## src/ssup_regs.vh

```
// Register offsets, field positions, reset values and timing figures
// of the supply supervisor pin logic. Definitions only.
`ifndef SSUP_REGS_VH
`define SSUP_REGS_VH

// ****************************************************
// Register offsets (byte addresses, one word each)
// ****************************************************
`define SSUP_CTRL_ADR 8'h00
`define SSUP_STAT_ADR 8'h04
`define SSUP_MASK_ADR 8'h08

// ****************************************************
// Control fields
// ****************************************************
`define SSUP_CTRL_RTO_LSB 0
`define SSUP_CTRL_REFINT_BIT 2
`define SSUP_CTRL_MARGIN_BIT 3
`define SSUP_CTRL_POL_LSB 4
`define SSUP_CTRL_ORDER_LSB 8
`define SSUP_CTRL_FSEN_BIT 16
`define SSUP_CTRL_RESET 17'h0e4f4

// ****************************************************
// Fault mask fields
// ****************************************************
`define SSUP_MASK_SUP_LSB 0
`define SSUP_MASK_MON_BIT 4
`define SSUP_MASK_ANALOG_INPUT_ONE_BIT 5
`define SSUP_MASK_ANALOG_INPUT_TWO_BIT 6
`define SSUP_MASK_TEMP_BIT 7
`define SSUP_MASK_RESET 8'hff

// ****************************************************
// Timing: clock rate and reset timeout choices
// ****************************************************
`define SSUP_CLK_MHZ 22'd10
`define SSUP_RTO0_US 22'd640
`define SSUP_RTO1_US 22'd25000
`define SSUP_RTO2_US 22'd100000
`define SSUP_RTO3_US 22'd200000

`endif

```

## src/ssup_chan_drv.v

```verilog
// Open-drain converter enable drivers with per-channel polarity.
// Assumes an external pull-up on each pin.
`timescale 1ns/10ps
module ssup_chan_drv #(
    parameter N = 4
) (
    // Clock and reset
    input wire clk_i,
    input wire rst_i,
    // Logical enables and polarity (1 = active high)
    input wire [N-1:0] on_i,
    input wire [N-1:0] pol_i,
    // Pull-low enables
    output wire [N-1:0] oe_o
);

genvar i;

generate
    for (i = 0; i < N; i = i + 1) begin : g_ch
        reg oe_bit_reg;
        always @(posedge clk_i) begin
            if (rst_i) begin
                // Pulled low until polarity is applied
                oe_bit_reg <= 1'b1;
            end else begin
                oe_bit_reg <= on_i[i] ^ pol_i[i];
            end
        end
        assign oe_o[i] = oe_bit_reg;
    end
endgenerate

endmodule // ssup_chan_drv

```

## src/ssup_rst_timer.v

```verilog
// Reset timeout timer: holds the reset request while any trigger is
// active and for the selected timeout after all triggers clear.
// Assumes triggers are synchronous to clk_i.
`timescale 1ns/10ps
module ssup_rst_timer #(
    parameter [21:0] CYC0 = 22'd6400,
    parameter [21:0] CYC1 = 22'd250000,
    parameter [21:0] CYC2 = 22'd1000000,
    parameter [21:0] CYC3 = 22'd2000000
) (
    // Clock and reset
    input wire clk_i,
    input wire rst_i,
    // Control
    input wire trig_i,
    input wire [1:0] sel_i,
    // Result
    output wire hold_o
);

reg [21:0] cnt_reg;
reg hold_reg;
reg [21:0] target;

always @* begin
    case (sel_i)
        2'd0: target = CYC0;
        2'd1: target = CYC1;
        2'd2: target = CYC2;
        default: target = CYC3;
    endcase
end

always @(posedge clk_i) begin
    if (rst_i) begin
        cnt_reg <= 22'h000000;
        hold_reg <= 1'b1;
    end else if (trig_i) begin
        cnt_reg <= 22'h000000;
        hold_reg <= 1'b1;
    end else if (hold_reg) begin
        // Any new trigger restarts the full timeout
        if (cnt_reg >= target - 22'd1) begin
            hold_reg <= 1'b0;
        end else begin
            cnt_reg <= cnt_reg + 22'd1;
        end
    end
end

assign hold_o = hold_reg;

endmodule // ssup_rst_timer

```

## src/ssup_top.v

```verilog
// Supervisory pin logic of a four-channel supply controller:
// manual and system reset, power-on request, force shutdown, status
// outputs, converter enables, address strap and reference select.
// Assumes all pins synchronous to clk_i, pull-ups on open-drain pins,
// and a classic Wishbone master for the registers.
`timescale 1ns/10ps
`include "ssup_regs.vh"

// Notes on behaviour
// Manual reset low drives the system reset active.
// Reset releases a timeout after the last trigger clears.
// Timeout selectable: 0.64 ms, 25 ms, 100 ms or 200 ms.
// Reset held on programmed faults, manual reset, or trimming not ready.
// Power-on request rise starts power-up; fall starts power-down.
// No fault monitoring while sequencing up or down.
// Force shutdown turns every converter enable off at once.
// Force shutdown asserted also pulls the power-on request low.
// Auxiliary fault low on analog input or temperature faults.
// All-good high only with all inputs in limits and trimming begun.
// Four open-drain enables with configurable active level.
// Address strap gives bit 2 of the serial bus address.
// Configuration selects internal reference drive or external one.
// Margining forces all-good on, reset off, ignores off triggers.
// Power-down only from monitoring, enables off in reverse order.
// Open-drain outputs are pull-low enables; released reads high.
module ssup_top #(
    parameter [21:0] RTO0_CYC = `SSUP_RTO0_US * `SSUP_CLK_MHZ,
    parameter [21:0] RTO1_CYC = `SSUP_RTO1_US * `SSUP_CLK_MHZ,
    parameter [21:0] RTO2_CYC = `SSUP_RTO2_US * `SSUP_CLK_MHZ,
    parameter [21:0] RTO3_CYC = `SSUP_RTO3_US * `SSUP_CLK_MHZ
) (
    // Clock and reset
    input wire clk_i,
    input wire rst_i,
    // Wishbone slave
    input wire wb_cyc_i,
    input wire wb_stb_i,
    input wire wb_we_i,
    input wire [7:0] wb_adr_i,
    input wire [3:0] wb_sel_i,
    input wire [31:0] wb_dat_i,
    output wire [31:0] wb_dat_o,
    output wire wb_ack_o,
    // Reset pins
    input wire manual_reset_n_i,
    output wire sys_reset_oe_o,
    // Power-on request and force shutdown pins
    input wire power_on_request_i,
    output wire power_on_request_oe_o,
    input wire force_shutdown_n_i,
    output wire force_shutdown_oe_o,
    // Monitor results from the conversion side
    input wire [3:0] supply_ov_i,
    input wire [3:0] supply_uv_i,
    input wire mon_fault_i,
    input wire analog_input_one_fault_i,
    input wire analog_input_two_fault_i,
    input wire temp_fault_i,
    input wire output_trimming_ready_i,
    input wire [3:0] channel_good_i,
    // Status pins
    output wire aux_fault_oe_o,
    output wire all_good_oe_o,
    // Converter enables
    output wire [3:0] converter_enable_oe_o,
    // Strap and reference
    input wire address_select_bit_i,
    output wire bus_addr_bit2_o,
    output wire ref_drive_int_o
);

// ****************************************************
// States
// ****************************************************
localparam [2:0] ST_OFF = 3'd0;
localparam [2:0] ST_UP = 3'd1;
localparam [2:0] ST_MON = 3'd2;
localparam [2:0] ST_MRG = 3'd3;
localparam [2:0] ST_DN = 3'd4;

// ****************************************************
// Registers and wires
// ****************************************************
reg [16:0] ctrl_reg;
reg [7:0] mask_reg;
reg ack_reg;
reg [31:0] dat_reg;
reg [2:0] state_reg;
reg [2:0] state_next;
reg [1:0] slot_reg;
reg [1:0] slot_next;
reg [3:0] en_reg;
reg [3:0] en_next;
reg pwr_prev_reg;
reg strap_done_reg;
reg addr_bit_reg;
reg sys_reset_oe_reg;
reg pwr_oe_reg;
reg fs_oe_reg;
reg aux_oe_reg;
reg good_oe_reg;
reg ref_reg;
reg [31:0] rd_data;

wire [1:0] rto_sel = ctrl_reg[`SSUP_CTRL_RTO_LSB +: 2];
wire margin_req = ctrl_reg[`SSUP_CTRL_MARGIN_BIT];
wire [3:0] pol = ctrl_reg[`SSUP_CTRL_POL_LSB +: 4];
wire [7:0] order = ctrl_reg[`SSUP_CTRL_ORDER_LSB +: 8];
wire fs_en = ctrl_reg[`SSUP_CTRL_FSEN_BIT];
wire [1:0] cur_ch = order[{slot_reg, 1'b0} +: 2];
wire monitoring = (state_reg == ST_MON) || (state_reg == ST_MRG);
wire margining = (state_reg == ST_MRG);
wire pwr_rise = power_on_request_i && !pwr_prev_reg;
wire pwr_fall = !power_on_request_i && pwr_prev_reg;
wire fs_trig = !force_shutdown_n_i && !margining;
wire sup_fault = monitoring &&
    ((|((supply_ov_i | supply_uv_i) & mask_reg[3:0])) ||
     (mon_fault_i && mask_reg[`SSUP_MASK_MON_BIT]));
wire aux_fault = monitoring &&
    ((analog_input_one_fault_i && mask_reg[`SSUP_MASK_ANALOG_INPUT_ONE_BIT]) ||
     (analog_input_two_fault_i && mask_reg[`SSUP_MASK_ANALOG_INPUT_TWO_BIT]) ||
     (temp_fault_i && mask_reg[`SSUP_MASK_TEMP_BIT]));
wire any_fault = sup_fault || aux_fault;
// Sequencing counts as not ready, so reset stays active throughout
wire rst_trig = !manual_reset_n_i || any_fault ||
    !output_trimming_ready_i || !monitoring;
wire rst_hold;
wire wb_req = wb_cyc_i && wb_stb_i;

// ****************************************************
// Wishbone slave
// ****************************************************
always @* begin
    case (wb_adr_i)
        `SSUP_CTRL_ADR: rd_data = {15'h0000, ctrl_reg};
        `SSUP_STAT_ADR: rd_data = {17'h00000, addr_bit_reg,
            force_shutdown_n_i, power_on_request_i, !good_oe_reg,
            aux_oe_reg, sys_reset_oe_reg, en_reg, slot_reg, state_reg};
        `SSUP_MASK_ADR: rd_data = {24'h000000, mask_reg};
        default: rd_data = 32'h00000000;
    endcase
end

// Write lands at the edge where the master sees ack
always @(posedge clk_i) begin
    if (rst_i) begin
        ack_reg <= 1'b0;
        dat_reg <= 32'h00000000;
        ctrl_reg <= `SSUP_CTRL_RESET;
        mask_reg <= `SSUP_MASK_RESET;
    end else begin
        ack_reg <= wb_req && !ack_reg;
        if (wb_req && !ack_reg) begin
            dat_reg <= rd_data;
        end
        if (wb_req && ack_reg && wb_we_i) begin
            if (wb_adr_i == `SSUP_CTRL_ADR) begin
                if (wb_sel_i[0]) ctrl_reg[7:0] <= wb_dat_i[7:0];
                if (wb_sel_i[1]) ctrl_reg[15:8] <= wb_dat_i[15:8];
                if (wb_sel_i[2]) ctrl_reg[16] <= wb_dat_i[16];
            end
            if (wb_adr_i == `SSUP_MASK_ADR && wb_sel_i[0]) begin
                mask_reg <= wb_dat_i[7:0];
            end
        end
    end
end

assign wb_ack_o = ack_reg;
assign wb_dat_o = dat_reg;

// ****************************************************
// Sequencer
// ****************************************************
always @* begin
    state_next = state_reg;
    slot_next = slot_reg;
    en_next = en_reg;
    if (fs_trig) begin
        state_next = ST_OFF;
        slot_next = 2'd0;
        en_next = 4'h0;
    end else begin
        case (state_reg)
            ST_OFF: begin
                if (pwr_rise) begin
                    state_next = ST_UP;
                    slot_next = 2'd0;
                end
            end
            ST_UP: begin
                // Next slot waits for this channel to come good
                en_next[cur_ch] = 1'b1;
                if (en_reg[cur_ch] && channel_good_i[cur_ch]) begin
                    if (slot_reg == 2'd3) begin
                        state_next = ST_MON;
                    end else begin
                        slot_next = slot_reg + 2'd1;
                    end
                end
            end
            ST_MON: begin
                if (pwr_fall) begin
                    state_next = ST_DN;
                    slot_next = 2'd3;
                end else if (margin_req) begin
                    state_next = ST_MRG;
                end
            end
            ST_MRG: begin
                // Power-off request is ignored while margining
                if (!margin_req) begin
                    state_next = ST_MON;
                end
            end
            ST_DN: begin
                en_next[cur_ch] = 1'b0;
                if (!en_reg[cur_ch] && !channel_good_i[cur_ch]) begin
                    if (slot_reg == 2'd0) begin
                        state_next = ST_OFF;
                    end else begin
                        slot_next = slot_reg - 2'd1;
                    end
                end
            end
            default: begin
                state_next = ST_OFF;
                slot_next = 2'd0;
                en_next = 4'h0;
            end
        endcase
    end
end

always @(posedge clk_i) begin
    if (rst_i) begin
        state_reg <= ST_OFF;
        slot_reg <= 2'd0;
        en_reg <= 4'h0;
        pwr_prev_reg <= 1'b1;
    end else begin
        state_reg <= state_next;
        slot_reg <= slot_next;
        en_reg <= en_next;
        pwr_prev_reg <= power_on_request_i;
    end
end

ssup_chan_drv #(
    .N(4)
) u_chan_drv (
    .clk_i(clk_i),
    .rst_i(rst_i),
    .on_i(en_next),
    .pol_i(pol),
    .oe_o(converter_enable_oe_o)
);

// ****************************************************
// System reset timing
// ****************************************************
ssup_rst_timer #(
    .CYC0(RTO0_CYC),
    .CYC1(RTO1_CYC),
    .CYC2(RTO2_CYC),
    .CYC3(RTO3_CYC)
) u_rst_timer (
    .clk_i(clk_i),
    .rst_i(rst_i),
    .trig_i(rst_trig),
    .sel_i(rto_sel),
    .hold_o(rst_hold)
);

// ****************************************************
// Pin drivers and strap capture
// ****************************************************
always @(posedge clk_i) begin
    if (rst_i) begin
        sys_reset_oe_reg <= 1'b1;
        pwr_oe_reg <= 1'b0;
        fs_oe_reg <= 1'b0;
        aux_oe_reg <= 1'b0;
        good_oe_reg <= 1'b1;
        ref_reg <= 1'b0;
        strap_done_reg <= 1'b0;
        addr_bit_reg <= 1'b0;
    end else begin
        // Margining overrides the threshold-driven reset
        sys_reset_oe_reg <= !margining && rst_hold;
        pwr_oe_reg <= !force_shutdown_n_i;
        // Device itself forces shutdown on supply faults if enabled
        fs_oe_reg <= fs_en && sup_fault && !margining;
        aux_oe_reg <= aux_fault;
        good_oe_reg <= !(margining || (state_reg == ST_MON &&
            !any_fault && output_trimming_ready_i));
        ref_reg <= ctrl_reg[`SSUP_CTRL_REFINT_BIT];
        // Strap sampled once, on the first edge after reset
        if (!strap_done_reg) begin
            strap_done_reg <= 1'b1;
            addr_bit_reg <= address_select_bit_i;
        end
    end
end

assign sys_reset_oe_o = sys_reset_oe_reg;
assign power_on_request_oe_o = pwr_oe_reg;
assign force_shutdown_oe_o = fs_oe_reg;
assign aux_fault_oe_o = aux_oe_reg;
assign all_good_oe_o = good_oe_reg;
assign bus_addr_bit2_o = addr_bit_reg;
assign ref_drive_int_o = ref_reg;

endmodule // ssup_top
```

## config.mk

```make
export PLATFORM = sky130hd
export DESIGN_NAME = ssup_top
export DESIGN_NICKNAME = d
export VERILOG_FILES = /design/src/ssup_chan_drv.v /design/src/ssup_rst_timer.v /design/src/ssup_top.v
export VERILOG_INCLUDE_DIRS = /design/src
export SDC_FILE = /design/constraint.sdc
export NUM_CORES = 1
export LEC_CHECK = 0
export ABC_AREA = 0
export BUFFER_PORTS_ARGS = -buffer_cell sky130_fd_sc_hd__clkbuf_2
export CAP_MARGIN = 40
export CORE_MARGIN = 1
export CORE_UTILIZATION = 30
export DETAILED_ROUTE_END_ITERATION = 10
export PLACE_DENSITY = 0.57
export SYNTH_ARGS = -nofsm -noshare
export SYNTH_HDL_FRONTEND = slang
export SYNTH_SLANG_ARGS = --single-unit
```

## constraint.sdc

```tcl
create_clock -name clk_i -period 2.95 [get_ports clk_i]
set_input_delay 0.295 -clock clk_i [delete_from_list [all_inputs] [get_ports clk_i]]
set_output_delay 0.295 -clock clk_i [all_outputs]
set_load 0.005 [all_outputs]
```

# ---- Word level (Yosys, flattened, before mapping)
# Cells that the tools add are included.
dict set report word_totals {
  reg_bits 103
  latchBits 0
  ramBits 0
  rom_bits 0
  out_inout_bits 44
  word_cells 150
  memories 0
}
dict set report classes {
  n_addsub 4
  multipliers 0
  div 0
  n_lt_le_gt_ge 3
  eq_ne 19
  shift 1
  mux 29
  bitwise 11
  n_reduce_logical 59
}
# op count
set ops {}
lappend ops {{one-hot mux 21 bit (3 select lines)} 1}
lappend ops {{one-hot mux 17 bit (3 select lines)} 1}
lappend ops {{two-way mux 3 bit} 8}
lappend ops {{adder 22 x 1 -> 22 bit (second input constant)} 1}
lappend ops {{greater-or-equal comparator 22 bit} 1}
lappend ops {{logical AND 1 bit} 22}
lappend ops {{subtractor 21 x 1 -> 22 bit (second input constant)} 1}
lappend ops {{inequality test 2 bit (second input constant)} 9}
lappend ops {{one-hot mux 3 bit (5 select lines)} 1}
lappend ops {{AND reduction 7 bit} 2}
lappend ops {{logical NOT 1 bit} 13}
lappend ops {{two-way mux 2 bit} 6}
lappend ops {{one-hot mux 4 bit (3 select lines)} 1}
lappend ops {{one-hot mux 2 bit (5 select lines)} 1}
lappend ops {{logical OR 1 bit} 9}
lappend ops {{AND reduction 3 bit} 3}
lappend ops {{bitwise AND 4 bit} 2}
lappend ops {{== test 8 x 3 -> 1 bit (second input constant)} 1}
lappend ops {{== test 8 x 4 -> 1 bit (second input constant)} 1}
lappend ops {{logical NOT 8 bit} 1}
lappend ops {{OR 4 bit} 2}
lappend ops {{variable part select 8 x 4 -> 2 bit} 1}
lappend ops {{== test 3 x 2 -> 1 bit (second input constant)} 2}
lappend ops {{two-way mux 1 bit} 6}
lappend ops {{21 further kinds} 30}

# ---- Logic depth before layout (Yosys ltp)
dict set report logic_depth {
  ltp_word 11
  ltp_mapped 12
  mapped_depth_nobuf 10
}

# ---- Cells and area by module
# A second synthesis with hierarchy kept.
dict set report unflattened {
  cells_unflattened 580
  area_unflattened_um2 4986.0
}
# mod instances cells_per_inst area_each_um2 seq_area_each_um2
set modules_own_cells {}
lappend modules_own_cells {ssup_top 1 347 2985.4 1221.2}
lappend modules_own_cells {ssup_rst_timer 1 217 1830.5 460.4}
lappend modules_own_cells {ssup_chan_drv 1 16 170.2 80.1}

# ---- Worst setup path after synthesis
# No wires, ideal clock.
dict set report synth_timing {
  path_type {flip-flop to flip-flop}
  start {register ctrl_reg[1]}
  end {register u_rst_timer.cnt_reg[14]}
  setup_time_ns 0.070
  arrival_ns 2.609
  t_required_ns 2.880
  setup_slack_ns 0.271
  stages_incl_launch_ff 11
  n_path_buf 1
  period_less_slack_ns 2.679
  cell_sequence {dfxtp_1 > inv_1 > ha_1 > ha_1 > a211o_1 > a21oi_1 > a21o_1 > a211oi_2 > clkbuf_1 > or4_2 > a21oi_1}
}
dict set report synth_via {
  elab_chain_len 6
}
# element line_no
set synth_rtl {}
lappend synth_rtl {{start: declaration} ssup_top.v:84} ;# reg [16:0] ctrl_reg;
lappend synth_rtl {{start signal: assignment} ssup_top.v:149} ;# ctrl_reg <= `SSUP_CTRL_RESET;
lappend synth_rtl {{start signal: assignment} ssup_top.v:158} ;# if (wb_sel_i[0]) ctrl_reg[7:0] <= wb_dat_i[7:0];
lappend synth_rtl {{== test 2 bit (tied with other cells)} ssup_rst_timer.v:26} ;# case (sel_i)
lappend synth_rtl {{one-hot mux 21 bit (3 select lines) (*)} ssup_rst_timer.v:26}
lappend synth_rtl {{subtractor 21 x 1 -> 22 bit (*)} ssup_rst_timer.v:43} ;# if (cnt_reg >= target - 22'd1) begin
lappend synth_rtl {{greater-or-equal comparator 22 bit (*)} ssup_rst_timer.v:43}
lappend synth_rtl {{NOT 1 bit (no line) (*)} --}
lappend synth_rtl {{AND reduction 2 bit (no line) (*)} --}
lappend synth_rtl {{end signal: assignment} ssup_rst_timer.v:46} ;# cnt_reg <= cnt_reg + 22'd1;
lappend synth_rtl {{end: declaration} ssup_rst_timer.v:21} ;# reg [21:0] cnt_reg;
# Every way passes the cells marked *; elsewhere a longest branch is shown, timed or not.
# A chain may end at the register's enable or synchronous reset.

# ---- Worst setup path in the final report
dict set report layout_timing {
  start {register ctrl_reg[0]}
  end {register u_rst_timer.cnt_reg[8]}
}
# The elaborated chain is that of the path after synthesis.

==> summary.json <==
{
  "power": {
    "peakVddDrop_uv": 290,
    "power_density_mw_per_mm2": 445,
    "totalPowerFinal_mw": 2.57,
    "swShare_pct": 24.4,
    "power.share.sequential_pct": 46.8,
    "netSwitchingPower_mw": 0.628,
    "cellInternalPower_mw": 1.94,
    "pwr-share-comb_pct": 6.9,
    "pwr-share-clk_pct": 46.3,
    "cellLeakagePower_nw": 2.32
  },
  "synthesis": {
    "synth_seq_area_share_pct": 36.3,
    "netlist_instances": 554,
    "main_combinational_cell_family_by_area_after_synthesis": "compound AO/OA/AOI/OAI gates",
    "synth-simple-area-share_pct": 19.6,
    "synth-compound-area-share_pct": 19.7,
    "mappedNetlistArea_mm2": 0.00486,
    "async_reset_ff_share_pct": 0,
    "syn_area_per_cell_um2": 8.77,
    "synthAdderAreaFrac_pct": 6.44,
    "synth-main-ff-cell": "sky130_fd_sc_hd__dfxtp_1",
    "yosys_warnings": 0,
    "synth_edf_count": 0,
    "synth_xor_area_share_pct": 0.902,
    "synth_cell_types": 68,
    "ys_ff_latch": 88,
    "synthMuxAreaShare_pct": 9.28
  },
  "timing": {
    "maxSlewHeadroom_pct": 45.3,
    "shortest_clock_period_the_worst_path_allows_after_layout_ps": 2810,
    "skew_ps": 10.4,
    "achievable-frequency_ghz": 0.356,
    "rsz0062_at_grt": "no",
    "final_max_slew_viol_count": 0,
    "finalSetupTns_ps": 0,
    "post_route_clock_period_utilization_pct": 95.1,
    "hold_viol_final": 0,
    "fin_ws_ps": 145,
    "worst_slew_pin_slew_ps": 819,
    "final-setup-viol-count": 0,
    "fin_worst_hold_slack_ps": 168
  },
  "placement": {
    "port_buffers": 82,
    "placedCellCount": 833,
    "dpl.hpwl_um": 9820,
    "globalplace.congestion": 0.812,
    "dpl-instance-area_mm2": 0.00545,
    "dp_slack_ps": 5.01
  },
  "floorplan": {
    "chip_height_um": 129,
    "floorplan.die.width_um": 129,
    "initial_core_util_pct": 30.7,
    "io_pins": 114,
    "rows": 46,
    "placeableCoreArea_mm2": 0.0158,
    "design.die.area_mm2": 0.0167
  },
  "drt": {
    "drt-pass1-iter-count": 5,
    "drc_violations_left": 0,
    "ant_nets": 0,
    "drt-wirelength-per-cell_um": 15.2,
    "vias": 4362,
    "detailedRoute.firstIterationViolations": 263,
    "wirelength_um": 12900,
    "routed_via_density": 5.13
  },
  "cells_and_area": {
    "layout.core_utilization_pct": 36.5,
    "area.growth.synth_to_final_pct": 18.8,
    "max_reg_flops": 22,
    "finalNonFillerCells": 851,
    "layout-drive-gt1-share_pct": 21.7,
    "final_design_area_no_fill_mm2": 0.00577,
    "finalNetCount": 725,
    "antennaDiodeCount": 0
  },
  "clocking": {
    "clock_pin_slew_on_the_worst_setup_and_hold_paths_ps": 70,
    "tritoncts": "done",
    "tritoncts.num_buffers": 9,
    "htreeDepth": 3,
    "root_buffer": "sky130_fd_sc_hd__clkbuf_16",
    "number_of_sinks_handled_by_clock_tree_synthesis": 88,
    "cts-root-to-sink-buffers": 2,
    "cts-hold-fix-buffers": 0,
    "clk_lat_worst_skew_ps": 350
  },
  "worst_setup_path": {
    "timing.setup.critical_path_class": "flop to flop",
    "worstPathArrival_ps": 3080,
    "worstPathMaxFanout": 45,
    "kind_of_end_point_of_the_critical_path": "flop",
    "critical_path.startpoint_type": "flop",
    "critPathRequiredTime_ps": 3230
  },
  "run_status": {
    "outcome": "finished clean"
  },
  "grt": {
    "maximum_number_of_pins_on_one_net_before_global_route_repair": 46,
    "antenna_violations_before_repair": 1,
    "globalRouteTotalUtil_pct": 16.1,
    "grt-ovfl-total": 0,
    "grt_first_pass_wirelength_um": 20600,
    "grt_pass1_vias": 4078
  },
  "run": {
    "max_cap_violations": 0
  },
  "hold_path": {
    "hp-class": "input port to flop"
  }
}
## power by group through the flow
stage / clock network, mW / logic (mW) / registers (mW)
after floorplan: 0 / 0.121 / 1.23
after global routing: 1.27 / 0.195 / 1.20
after global placement: 0 / 0.174 / 1.23
final: 1.19 / 0.178 / 1.20
after CTS: 1.23 / 0.177 / 1.20
after detailed placement: 0 / 0.175 / 1.23
## area by class of cell
type,instances,area (um2)
fillers,1623,10100
well taps,216,270
multi-input cells,411,2790
flip-flops and latches,88,1760
inverters,18,67.6
clock inverters,6,76.3
repair buffers,102,573
clock buffers,10,229
## synthesized netlist by cell type (17+ instances only)
| library cell | n | share of area [%] |
|---|---|---|
| sky130_fd_sc_hd__dfxtp_1 | 88 | 36 |
| sky130_fd_sc_hd__nand2_1 | 53 | 4.1 |
| sky130_fd_sc_hd__nor2_1 | 44 | 3.4 |
| sky130_fd_sc_hd__a21oi_1 | 38 | 3.9 |
| sky130_fd_sc_hd__mux2i_1 | 38 | 7.8 |
| sky130_fd_sc_hd__ha_1 | 25 | 6.4 |
| sky130_fd_sc_hd__clkbuf_1 | 23 | 1.8 |
| sky130_fd_sc_hd__buf_4 | 20 | 3.1 |
| sky130_fd_sc_hd__o31ai_1 | 19 | 2.9 |
| sky130_fd_sc_hd__inv_1 | 18 | 1.4 |
| sky130_fd_sc_hd__a22oi_1 | 17 | 2.6 |
| sky130_fd_sc_hd__o21ai_0 | 17 | 1.8 |
## logic make-up (layout without fill, tap and decap cells)
group | Yosys count | count (layout)
buf+inv | 70 | 136
fa+ha+maj | 25 | 25
flops | 88 | 88
mux | 42 | 42
xor+xnor | 5 | 5
simple gates | 181 | 181
other cells | 2 | 17
compound gates | 141 | 141
## worst max-delay path: stages (launching register included)
cell	delay, ps
sky130_fd_sc_hd__dfxtp_2	390
sky130_fd_sc_hd__inv_1	100
sky130_fd_sc_hd__ha_1	340
sky130_fd_sc_hd__ha_1	190
sky130_fd_sc_hd__a211o_1	290
sky130_fd_sc_hd__a21oi_1	140
sky130_fd_sc_hd__a21o_1	170
sky130_fd_sc_hd__a211oi_4	70
sky130_fd_sc_hd__buf_12	180
sky130_fd_sc_hd__or4_2	650
sky130_fd_sc_hd__a21oi_1	190
## worst paths after layout
path	from	endpoint	slack (ps)	cells after the start
min	wb_dat_i[15]	ctrl_reg[15]	170	3
min reg2reg	u_rst_timer.hold_o	sys_reset_oe_o	460	2
max	ctrl_reg[0]	u_rst_timer.cnt_reg[8]	140	10
max reg2reg	ctrl_reg[0]	u_rst_timer.cnt_reg[8]	140	10
## metal layers
layer	wire, um	vias up	global-route usage (%)	share of wire (%)
met5	11	-	0	0.085
met4	195	2	6.02	1.5
met3	699	16	3.14	5.4
met2	6100	126	27.4	47
met1	5940	2076	20.0	46
li1	-	2142	-	-
## layout by cell type, fill, tap and decap left out, types with 3 or more instances in the layout
cell type and count:
sky130_fd_sc_hd__o22ai_1 3, sky130_fd_sc_hd__dfxtp_1 86, sky130_fd_sc_hd__nand2_1 53, sky130_fd_sc_hd__o31ai_1 19, sky130_fd_sc_hd__a22o_1 7, sky130_fd_sc_hd__and2_1 5
sky130_fd_sc_hd__nor2_1 43, sky130_fd_sc_hd__mux2i_1 38, sky130_fd_sc_hd__or4_1 16, sky130_fd_sc_hd__clkbuf_16 9, sky130_fd_sc_hd__conb_1 17, sky130_fd_sc_hd__nor2b_1 5
sky130_fd_sc_hd__nor3_1 4, sky130_fd_sc_hd__nand2b_1 7, sky130_fd_sc_hd__a22oi_1 17, sky130_fd_sc_hd__nand4_1 8, sky130_fd_sc_hd__o21ai_0 17, sky130_fd_sc_hd__and3_1 3
sky130_fd_sc_hd__nor3b_1 3, sky130_fd_sc_hd__a211o_1 4, sky130_fd_sc_hd__a21o_1 7, sky130_fd_sc_hd__o311ai_0 3, sky130_fd_sc_hd__inv_1 17, sky130_fd_sc_hd__clkbuf_2 82
sky130_fd_sc_hd__xnor2_1 4, sky130_fd_sc_hd__o21a_1 3, sky130_fd_sc_hd__o211ai_1 7, sky130_fd_sc_hd__a21oi_1 38, sky130_fd_sc_hd__buf_4 19, sky130_fd_sc_hd__nor4_1 4
sky130_fd_sc_hd__ha_1 25, sky130_fd_sc_hd__nand3_1 10
## what timing repair did
action                                  CTS  global route
setup buffers                             2             0
endpoints found under the setup margin    4            18
hold endpoints to repair                  0             0
gates resized for setup                   0             4
pin swaps                                 1             0
gates cloned                              0             0
Power figures use the tool's default switching activity.
